[src/common/offset_power_pkg.sv]
package offset_power_pkg;

  // register indices; byte address on the bus is four times the index
  localparam logic [6:0] IDX_NV_CONF = 7'h70;
  localparam logic [6:0] IDX_ACC_OFF_X = 7'h71;
  localparam logic [6:0] IDX_ACC_OFF_Y = 7'h72;
  localparam logic [6:0] IDX_ACC_OFF_Z = 7'h73;
  localparam logic [6:0] IDX_GYR_OFF_X_LOW = 7'h74;
  localparam logic [6:0] IDX_GYR_OFF_Y_LOW = 7'h75;
  localparam logic [6:0] IDX_GYR_OFF_Z_LOW = 7'h76;
  localparam logic [6:0] IDX_GYR_OFF_HIGH = 7'h77;
  localparam logic [6:0] IDX_POWER_CONFIGURATION = 7'h7c;
  localparam logic [6:0] IDX_CMD = 7'h7e;

  localparam int ADDR_W = 9;
  localparam int DATA_W = 32;
  localparam int SAMPLE_W = 16;
  localparam int NUM_AXES = 3;

  // reset values
  localparam logic [7:0] OFFSET_RST = 8'h00;
  localparam logic [7:0] POWER_CONFIGURATION_RST = 8'h03;

  // field positions
  localparam int ACC_OFF_EN_BIT = 3;
  localparam int GYR_OFF_EN_BIT = 6;
  localparam int GYR_GAIN_EN_BIT = 7;
  localparam int APS_BIT = 0;
  localparam int FIFO_WAKE_BIT = 1;
  localparam int FUP_BIT = 2;
  localparam int POWER_CONFIGURATION_W = 3;
  localparam int GYR_HIGH_W = 2;

  // commands
  localparam logic [7:0] CMD_NVM_PROG = 8'ha0;

  // gain correction is a signed fraction in units of 2^-GAIN_SHIFT
  localparam int GAIN_SHIFT = 10;

  // avalon response codes
  localparam logic [1:0] RESP_OKAY = 2'h0;
  localparam logic [1:0] RESP_DECODE_ERR = 2'h3;

  typedef struct packed {
    logic [SAMPLE_W-1:0] z;
    logic [SAMPLE_W-1:0] y;
    logic [SAMPLE_W-1:0] x;
  } axes_t;

  typedef struct packed {
    logic acc_off_en;
    logic [7:0] gyr_off_high;
    logic [7:0] gyr_off_z_low;
    logic [7:0] gyr_off_y_low;
    logic [7:0] gyr_off_x_low;
    logic [7:0] acc_off_z;
    logic [7:0] acc_off_y;
    logic [7:0] acc_off_x;
  } nvm_image_t;

endpackage : offset_power_pkg

[src/rtl/offset_power_config_regs.sv]
// Function
// three 8-bit read/write accelerometer offset registers for X, Y and Z sit at consecutive addresses and reset to zero.
// each gyro offset is 10 bits: low byte in its own register, upper two bits in adjacent pairs of a shared register, X lowest.
// with the gyro offset enable bit 6 set, the gyro offsets are added to filtered and unfiltered gyro data, otherwise not.
// with the gain enable bit 7 set, gyro sensitivity gain compensation is applied to the output, otherwise not.
// all offset and enable registers are non-volatile backed and reset to zero.
// the power configuration register resets to 0x03, so advanced power save is on after reset.
// with the FIFO self wake-up bit set, FIFO reads in low power mode are allowed after a FIFO interrupt, otherwise refused.
// with accelerometer offset enable bit 3 set, accel offsets are added to filtered and unfiltered accel data.
// writing 0xa0 to the command register copies the non-volatile backed registers into non-volatile storage.
// accel 8-bit and gyro 10-bit offsets are treated as two's-complement values.
`timescale 1ns/1ps

module offset_power_config_regs (
  // clock and reset
  input wire logic i_clk_sys,
  input wire logic i_resetn,
  // avalon-mm slave
  input wire logic [offset_power_pkg::ADDR_W-1:0] i_address,
  input wire logic i_read,
  input wire logic i_write,
  input wire logic [offset_power_pkg::DATA_W-1:0] i_writedata,
  input wire logic [3:0] i_byteenable,
  output logic [offset_power_pkg::DATA_W-1:0] o_readdata,
  output logic [1:0] o_response,
  output logic o_waitrequest,
  // sensor data in
  input wire offset_power_pkg::axes_t i_acc_raw,
  input wire offset_power_pkg::axes_t i_acc_filt,
  input wire offset_power_pkg::axes_t i_gyr_raw,
  input wire offset_power_pkg::axes_t i_gyr_filt,
  input wire logic [7:0] i_gyr_gain_corr,
  // compensated sensor data out
  output offset_power_pkg::axes_t o_acc_raw,
  output offset_power_pkg::axes_t o_acc_filt,
  output offset_power_pkg::axes_t o_gyr_raw,
  output offset_power_pkg::axes_t o_gyr_filt,
  // power control
  input wire logic i_low_power_mode,
  input wire logic i_fifo_int,
  input wire logic i_fifo_rd_req,
  output logic o_fifo_rd_grant,
  output logic o_adv_power_save,
  output logic o_fifo_self_wake_up,
  output logic o_fast_power_up,
  // non-volatile store
  output logic o_nvm_prog,
  output offset_power_pkg::nvm_image_t o_nvm_image
);
  import offset_power_pkg::*;

  logic [NUM_AXES-1:0][7:0] acc_off_ff;
  logic [NUM_AXES-1:0][7:0] gyr_low_ff;
  logic [7:0] gyr_high_ff;
  logic acc_off_en_ff;
  logic [POWER_CONFIGURATION_W-1:0] power_configuration_ff;
  logic ack_ff;
  logic [DATA_W-1:0] rdata_ff;
  logic [1:0] resp_ff;
  logic fifo_fired_ff;
  logic nvm_prog_ff;
  nvm_image_t nvm_image_ff;

  logic [6:0] idx;
  logic hit;
  logic wr_take;
  logic [7:0] wbyte;
  logic [DATA_W-1:0] nxt_rdata;
  logic gyr_off_en;
  logic gyr_gain_en;

  assign idx = i_address[ADDR_W-1:2];
  assign wbyte = i_writedata[7:0];
  assign gyr_off_en = gyr_high_ff[GYR_OFF_EN_BIT];
  assign gyr_gain_en = gyr_high_ff[GYR_GAIN_EN_BIT];

  // ---------------- bus slave ----------------
  always_comb begin
    hit = 1'b0;
    if (i_address[1:0] == 2'h0) begin
      case (idx)
        IDX_NV_CONF, IDX_ACC_OFF_X, IDX_ACC_OFF_Y, IDX_ACC_OFF_Z,
        IDX_GYR_OFF_X_LOW, IDX_GYR_OFF_Y_LOW, IDX_GYR_OFF_Z_LOW,
        IDX_GYR_OFF_HIGH, IDX_POWER_CONFIGURATION, IDX_CMD: hit = 1'b1;
        default: hit = 1'b0;
      endcase
    end
  end

  // one wait state on every access keeps read data a flip-flop output
  assign o_waitrequest = (i_read | i_write) & ~ack_ff;
  assign wr_take = i_write & ack_ff & hit & i_byteenable[0];

  always_ff @(posedge i_clk_sys) begin
    if (!i_resetn) begin
      ack_ff <= 1'b0;
    end else begin
      ack_ff <= (i_read | i_write) & ~ack_ff;
    end
  end

  always_comb begin
    nxt_rdata = '0;
    case (idx)
      IDX_NV_CONF: nxt_rdata[ACC_OFF_EN_BIT] = acc_off_en_ff;
      IDX_ACC_OFF_X: nxt_rdata[7:0] = acc_off_ff[0];
      IDX_ACC_OFF_Y: nxt_rdata[7:0] = acc_off_ff[1];
      IDX_ACC_OFF_Z: nxt_rdata[7:0] = acc_off_ff[2];
      IDX_GYR_OFF_X_LOW: nxt_rdata[7:0] = gyr_low_ff[0];
      IDX_GYR_OFF_Y_LOW: nxt_rdata[7:0] = gyr_low_ff[1];
      IDX_GYR_OFF_Z_LOW: nxt_rdata[7:0] = gyr_low_ff[2];
      IDX_GYR_OFF_HIGH: nxt_rdata[7:0] = gyr_high_ff;
      IDX_POWER_CONFIGURATION: nxt_rdata[POWER_CONFIGURATION_W-1:0] = power_configuration_ff;
      // command register always reads back zero
      default: nxt_rdata = '0;
    endcase
    if (!hit) begin
      nxt_rdata = '0;
    end
  end

  always_ff @(posedge i_clk_sys) begin
    if (!i_resetn) begin
      rdata_ff <= '0;
      resp_ff <= RESP_OKAY;
    end else if ((i_read | i_write) & ~ack_ff) begin
      rdata_ff <= i_read ? nxt_rdata : '0;
      resp_ff <= hit ? RESP_OKAY : RESP_DECODE_ERR;
    end
  end

  assign o_readdata = rdata_ff;
  assign o_response = resp_ff;

  // ---------------- offset and enable registers ----------------
  always_ff @(posedge i_clk_sys) begin
    if (!i_resetn) begin
      acc_off_ff <= {NUM_AXES{OFFSET_RST}};
    end else if (wr_take) begin
      case (idx)
        IDX_ACC_OFF_X: acc_off_ff[0] <= wbyte;
        IDX_ACC_OFF_Y: acc_off_ff[1] <= wbyte;
        IDX_ACC_OFF_Z: acc_off_ff[2] <= wbyte;
        default: acc_off_ff <= acc_off_ff;
      endcase
    end
  end

  always_ff @(posedge i_clk_sys) begin
    if (!i_resetn) begin
      gyr_low_ff <= {NUM_AXES{OFFSET_RST}};
      gyr_high_ff <= OFFSET_RST;
      acc_off_en_ff <= OFFSET_RST[ACC_OFF_EN_BIT];
    end else if (wr_take) begin
      case (idx)
        IDX_GYR_OFF_X_LOW: gyr_low_ff[0] <= wbyte;
        IDX_GYR_OFF_Y_LOW: gyr_low_ff[1] <= wbyte;
        IDX_GYR_OFF_Z_LOW: gyr_low_ff[2] <= wbyte;
        IDX_GYR_OFF_HIGH: gyr_high_ff <= wbyte;
        IDX_NV_CONF: acc_off_en_ff <= wbyte[ACC_OFF_EN_BIT];
        default: gyr_high_ff <= gyr_high_ff;
      endcase
    end
  end

  always_ff @(posedge i_clk_sys) begin
    if (!i_resetn) begin
      power_configuration_ff <= POWER_CONFIGURATION_RST[POWER_CONFIGURATION_W-1:0];
    end else if (wr_take && idx == IDX_POWER_CONFIGURATION) begin
      power_configuration_ff <= wbyte[POWER_CONFIGURATION_W-1:0];
    end
  end

  assign o_adv_power_save = power_configuration_ff[APS_BIT];
  assign o_fifo_self_wake_up = power_configuration_ff[FIFO_WAKE_BIT];
  assign o_fast_power_up = power_configuration_ff[FUP_BIT];

  // ---------------- non-volatile programming ----------------
  always_ff @(posedge i_clk_sys) begin
    if (!i_resetn) begin
      nvm_prog_ff <= 1'b0;
      nvm_image_ff <= '0;
    end else begin
      nvm_prog_ff <= wr_take && idx == IDX_CMD && wbyte == CMD_NVM_PROG;
      if (wr_take && idx == IDX_CMD && wbyte == CMD_NVM_PROG) begin
        nvm_image_ff <= {acc_off_en_ff, gyr_high_ff, gyr_low_ff[2],
                         gyr_low_ff[1], gyr_low_ff[0], acc_off_ff[2],
                         acc_off_ff[1], acc_off_ff[0]};
      end
    end
  end

  assign o_nvm_prog = nvm_prog_ff;
  assign o_nvm_image = nvm_image_ff;

  // ---------------- fifo access in low power ----------------
  // set wins over clear so an interrupt at the mode change is kept
  always_ff @(posedge i_clk_sys) begin
    if (!i_resetn) begin
      fifo_fired_ff <= 1'b0;
    end else if (i_fifo_int) begin
      fifo_fired_ff <= 1'b1;
    end else if (!i_low_power_mode) begin
      fifo_fired_ff <= 1'b0;
    end
  end

  assign o_fifo_rd_grant = i_fifo_rd_req & (~i_low_power_mode |
    (o_fifo_self_wake_up & fifo_fired_ff));

  // ---------------- offset and gain datapath ----------------
  function automatic logic [SAMPLE_W-1:0] sat16(input logic signed [17:0] v);
    if (v > 18'sh07fff) begin
      sat16 = 16'h7fff;
    end else if (v < -18'sh08000) begin
      sat16 = 16'h8000;
    end else begin
      sat16 = v[SAMPLE_W-1:0];
    end
  endfunction : sat16

  logic [NUM_AXES-1:0][SAMPLE_W-1:0] acc_raw_a, acc_filt_a;
  logic [NUM_AXES-1:0][SAMPLE_W-1:0] gyr_raw_a, gyr_filt_a;
  logic [NUM_AXES-1:0][SAMPLE_W-1:0] acc_raw_ff, acc_filt_ff;
  logic [NUM_AXES-1:0][SAMPLE_W-1:0] gyr_raw_ff, gyr_filt_ff;

  assign acc_raw_a = i_acc_raw;
  assign acc_filt_a = i_acc_filt;
  assign gyr_raw_a = i_gyr_raw;
  assign gyr_filt_a = i_gyr_filt;

  genvar a;
  generate
    for (a = 0; a < NUM_AXES; a++) begin : g_axis
      logic signed [17:0] acc_off_s;
      logic signed [17:0] gyr_off_s;
      logic signed [17:0] gain_raw, gain_filt;
      logic signed [23:0] prod_raw, prod_filt;
      logic [9:0] gyr_off10;

      assign gyr_off10 = {gyr_high_ff[2*a+1 -: GYR_HIGH_W],
                          gyr_low_ff[a]};
      assign acc_off_s = acc_off_en_ff ?
        18'(signed'(acc_off_ff[a])) : 18'sh0;
      assign gyr_off_s = gyr_off_en ?
        18'(signed'(gyr_off10)) : 18'sh0;
      assign prod_raw = signed'(gyr_raw_a[a]) * signed'(i_gyr_gain_corr);
      assign prod_filt = signed'(gyr_filt_a[a]) * signed'(i_gyr_gain_corr);
      // gain applied before the offset so the offset is not rescaled
      assign gain_raw = 18'(signed'(gyr_raw_a[a])) + (gyr_gain_en ?
        18'(prod_raw >>> GAIN_SHIFT) : 18'sh0);
      assign gain_filt = 18'(signed'(gyr_filt_a[a])) + (gyr_gain_en ?
        18'(prod_filt >>> GAIN_SHIFT) : 18'sh0);

      always_ff @(posedge i_clk_sys) begin
        if (!i_resetn) begin
          acc_raw_ff[a] <= '0;
          acc_filt_ff[a] <= '0;
          gyr_raw_ff[a] <= '0;
          gyr_filt_ff[a] <= '0;
        end else begin
          acc_raw_ff[a] <= sat16(18'(signed'(acc_raw_a[a])) + acc_off_s);
          acc_filt_ff[a] <= sat16(18'(signed'(acc_filt_a[a])) + acc_off_s);
          gyr_raw_ff[a] <= sat16(gain_raw + gyr_off_s);
          gyr_filt_ff[a] <= sat16(gain_filt + gyr_off_s);
        end
      end
    end
  endgenerate

  assign o_acc_raw = acc_raw_ff;
  assign o_acc_filt = acc_filt_ff;
  assign o_gyr_raw = gyr_raw_ff;
  assign o_gyr_filt = gyr_filt_ff;

  logic small_acc, small_gyr;
  assign small_acc = acc_filt_a[0][15:13] == 3'h0 ||
                     acc_filt_a[0][15:13] == 3'h7;
  assign small_gyr = gyr_raw_a[0][15:13] == 3'h0 ||
                     gyr_raw_a[0][15:13] == 3'h7;
endmodule : offset_power_config_regs

[config.mk]
export PLATFORM = sky130hd
export DESIGN_NAME = offset_power_config_regs
export DESIGN_NICKNAME = d
export VERILOG_FILES = /design/src/common/offset_power_pkg.sv /design/src/rtl/offset_power_config_regs.sv
export SDC_FILE = /design/constraint.sdc
export NUM_CORES = 2
export LEC_CHECK = 0
export ABC_AREA = 1
export BUFFER_PORTS_ARGS = -buffer_cell sky130_fd_sc_hd__buf_2
export CORE_ASPECT_RATIO = 0.9
export CORE_UTILIZATION = 48
export CTS_BUF_LIST = sky130_fd_sc_hd__clkbuf_8
export DETAILED_ROUTE_END_ITERATION = 8
export PLACE_DENSITY = 0.72
export SYNTH_ARGS = -nofsm -noshare
export SYNTH_HDL_FRONTEND = slang
export SYNTH_SLANG_ARGS = --single-unit
export TNS_END_PERCENT = 20
[constraint.sdc]
create_clock -name i_clk_sys -period 7.9 [get_ports i_clk_sys]
set_clock_uncertainty 0.1 [all_clocks]
set_input_delay 0.395 -clock i_clk_sys [delete_from_list [all_inputs] [get_ports i_clk_sys]]
set_output_delay 0.395 -clock i_clk_sys [all_outputs]
set_load 0.05 [all_outputs]
==> results.md <==
* Status: finished clean
* Area occupied by multi-input gates at 39000 µm²
* Relative max-transition margin at 0.251
* Commonest cells after routing, fill and taps aside: 2292 x nand2_1, 1899 x inv_1, 714 x fa_1
* Min-Delay Startpoint: i_acc_filt[28]
* RR Startpoint: gyr_high_ff[7]
* Logic pwr share at 0.709
* Worst path arrival time at 7.68 ns
* Cts bufs inserted at 56
* Antenna violations before repair at 26
* IO Port Bufs at 489
* Pwr Density at 217 nW/µm²
* Final antenna-violating net count at 0
* End of the worst register-to-register path: o_gyr_raw[0]
* Worst endpoint required time at 8.46 ns
* Sw Ratio at 0.531
* Initial Utilization at 0.484
* Drt via density at 5.10
* Crit-path most repeated cell: nand2_1
* Fillers at 11.2k
* Share of cells above drive strength 1 at 0.0801
* YS warnings at 0
* GPL Wtd Cong at 0.994
* Nets at 9695
* Crit Path Class: in -> reg
* Vias in the first global route at 48.7k
* PnR Total Power at 12.8 mW
* Final hold vios at 0
* Syn Area/Cell at 6.78 µm²
* TritonCTS Sinks at 321
* DR DRC count at 0
* Unrepaired setup endpoints after global routing: no
* HPWL Detailed at 136000 µm
* Routed WL at 165000 µm
* NetSw at 6.80 mW
* GRT overflow at 0
* DR iter-0 viols at 4082
* Number of synthesized flops with an enable pin at 0
* Maxcap violations at 0
* Core Area at 111000 µm²
* R2R depth at 17
* Area Growth Syn to Fin at 9.71%
* H-tree levels at 2
* Main synth FF type: dfxtp_1
* Crit Path Max Fanout at 45
* Chip width at 355 µm
* Post-Syn Area at 53800 µm²
* Total Routing Usage GR at 0.290
* Actual slew at the worst max-slew pin at 1.12 ns
* Clk pwr share at 0.156
* Die Ht at 320 µm
* Via Count at 50.1k
* Largest net degree at the start of global routing at 176
* Post-synthesis cell count at 7935
* Synth top area cells: fa_1 27%, nand2_1 16%, inv_1 13%
* CP max stage cell: fa_1
* WL per Instance at 16.8 µm
* Slew Viols, Final at 0
* Global-route wire length before repair at 262000 µm
* Placed inst area at 57300 µm²
* Most common cell after layout, fill and taps aside: nand2_1
* Seq/Total Area, Yosys at 0.119
* Min cycle time layout at 7.12 ns
* Hold Path Sink: o_acc_filt[28]
* HP Class: in -> reg
* Number of distinct library cells after synthesis at 47
* Final setup violation count at 0
* Synth async-reset ratio at 0
* Reg clk slew, reported paths at 0.07 ns
* Sequential cell area at 6430 µm²
* Yosys top cell by area: fa_1
* Worst hold stages at 5
* R2R setup slack at 3.16 ns
* Crit end category: flip-flop
* Post-CTS Repair Setup Buffers at 0
* FMAX at 0.141 GHz
* Sequential share of power at 0.135
* Setup total negative slack at 0 ns
* # rows at 116
* Die area at 113000 µm²
* P_int at 6.01 mW
* Static Leak at 36.4 nW
* CTS tree: done
* Resized cells post-CTS at 0
* Max clock buf depth at 3
* Worst path max stage delay at 0.55 ns
* Worst IR Drop VDD at 0.195 mV
* Critical Path Source Type: primary input
* Post-route cell area at 59000 µm²
* Ports at 541
* Synth top area share at 0.266
* Final period util at 0.901
* Clk Latency, worst-skew pair at 0.79 ns
* Drt first pass iters at 6
* Final design utilization at 0.531
* Clk root buf: clkbuf_8
* FF+latch count, synth at 321
[cell type report]
class                   count  share of cell area
diodes                     13            0.000551
clock buffers              68              0.0159
clock inverters            38             0.00871
inverters                1899               0.121
multi-input cells        5450               0.661
flip-flops and latches    321               0.109
well taps                1475              0.0313
repair buffers            551              0.0529
[power groups by stage]
stage          registers, mW  logic (mW)  clock network (mW)
6_report                1.72        9.08                2.00
5_1_grt                 1.73        10.4                2.11
4_1_cts                 1.72        9.02                2.04
3_5_place_dp            1.76        8.93                   0
3_3_place_gp            1.76        8.82                   0
2_1_floorplan           2.04        6.62                   0
[cells in the mapped netlist, types with 11 or more instances]
| master | instances |
|---|---|
| nand2_1 | 2292 |
| a21oi_1 | 475 |
| nor2_1 | 474 |
| nand3b_1 | 24 |
| o22ai_1 | 23 |
| dfxtp_1 | 321 |
| xnor2_1 | 76 |
| buf_2 | 20 |
| nand3_1 | 434 |
| buf_4 | 29 |
| fa_1 | 714 |
| buf_1 | 20 |
| or2_2 | 11 |
| a21o_1 | 11 |
| nand4_1 | 41 |
| clkbuf_2 | 59 |
| o21bai_1 | 21 |
| nor3_1 | 60 |
| clkbuf_1 | 157 |
| xor2_1 | 105 |
| o21ai_0 | 130 |
| ha_1 | 450 |
| inv_1 | 1895 |
[flip-flops by register name, indices dropped and copies added, names as in the netlist, 8 cells and up]
signal and flops:
o_nvm_image 57, o_acc_filt 48, o_acc_raw 48, o_gyr_filt 48
o_gyr_raw 48, acc_off_ff 24, g_axis.gyr_off10 24, gyr_high_ff 8
o_readdata 8
[per-layer routing]
| layer | vias to the layer above | global-route usage | routed length, µm |
|---|---|---|---|
| met1 | 23800 | 0.389 | 72200 |
| met3 | 276 | 0.0497 | 12200 |
| met4 | 30 | 0.0943 | 5640 |
| met5 | - | 0 | 169 |
| met2 | 1672 | 0.474 | 74900 |
| li1 | 24300 | - | - |
[cell families (layout without fill, tap and decap cells)]
logic type | count (synthesis) | after routing | synth area share
adders and majority gates | 1164 | 1164 | 0.370
buffers and inverters | 2187 | 2556 | 0.157
DFF | 321 | 321 | 0.119
other | 1 | 37 | 0.0000697
AOI/OAI and AO/OA | 709 | 709 | 0.0704
xor gates and xnor gates | 181 | 181 | 0.0295
and+or+nand+nor | 3372 | 3372 | 0.254
[metrics by stage]
| stage | worst slack [ns] | std cells | hold WS [ns] |
|---|---|---|---|
| floorplan | 0.928 | 7958 | 0.351 |
| detailed placement | 0.166 | 9674 | 0.362 |
| global placement | 0.295 | 9674 | 0.352 |
| CTS | 0.937 | 9802 | 0.00992 |
| global route | 0.274 | 9811 | 0.0748 |
| finish | 0.784 | 9815 | 0.0594 |
[how the worst max path moves through the flow]
stage                             startpoint              to  slack, ns  depth (start not counted)
final                     i_gyr_gain_corr[2]    o_gyr_raw[0]       0.78                         32
after global routing      i_gyr_gain_corr[3]  o_gyr_filt[37]       0.27                         28
after CTS                 i_gyr_gain_corr[2]   o_gyr_filt[1]       0.94                         27
after detailed placement  i_gyr_gain_corr[2]   o_gyr_raw[12]       0.17                         32
after global placement    i_gyr_gain_corr[2]  o_gyr_filt[35]       0.29                         28
after floorplan           i_gyr_gain_corr[2]  o_gyr_filt[36]       0.93                         30
[timing repair]
| action | CTS | global route |
|---|---|---|
| endpoints found under the hold margin | 94 | 0 |
| endpoints found under the setup margin | 0 | 0 |
| hold buffers | 22 | 0 |
[critical path, delay by kind of cell]
| family | cells | cell delay, ns |
|---|---|---|
| AO/OA/AOI/OAI | 3 | 0.66 |
| adder cells (fa/ha/maj) | 7 | 3.22 |
| buffers and inverters | 8 | 1.35 |
| AND/OR/NAND/NOR | 14 | 2.01 |
No activity file was read; power rests on OpenSTA's default activity.
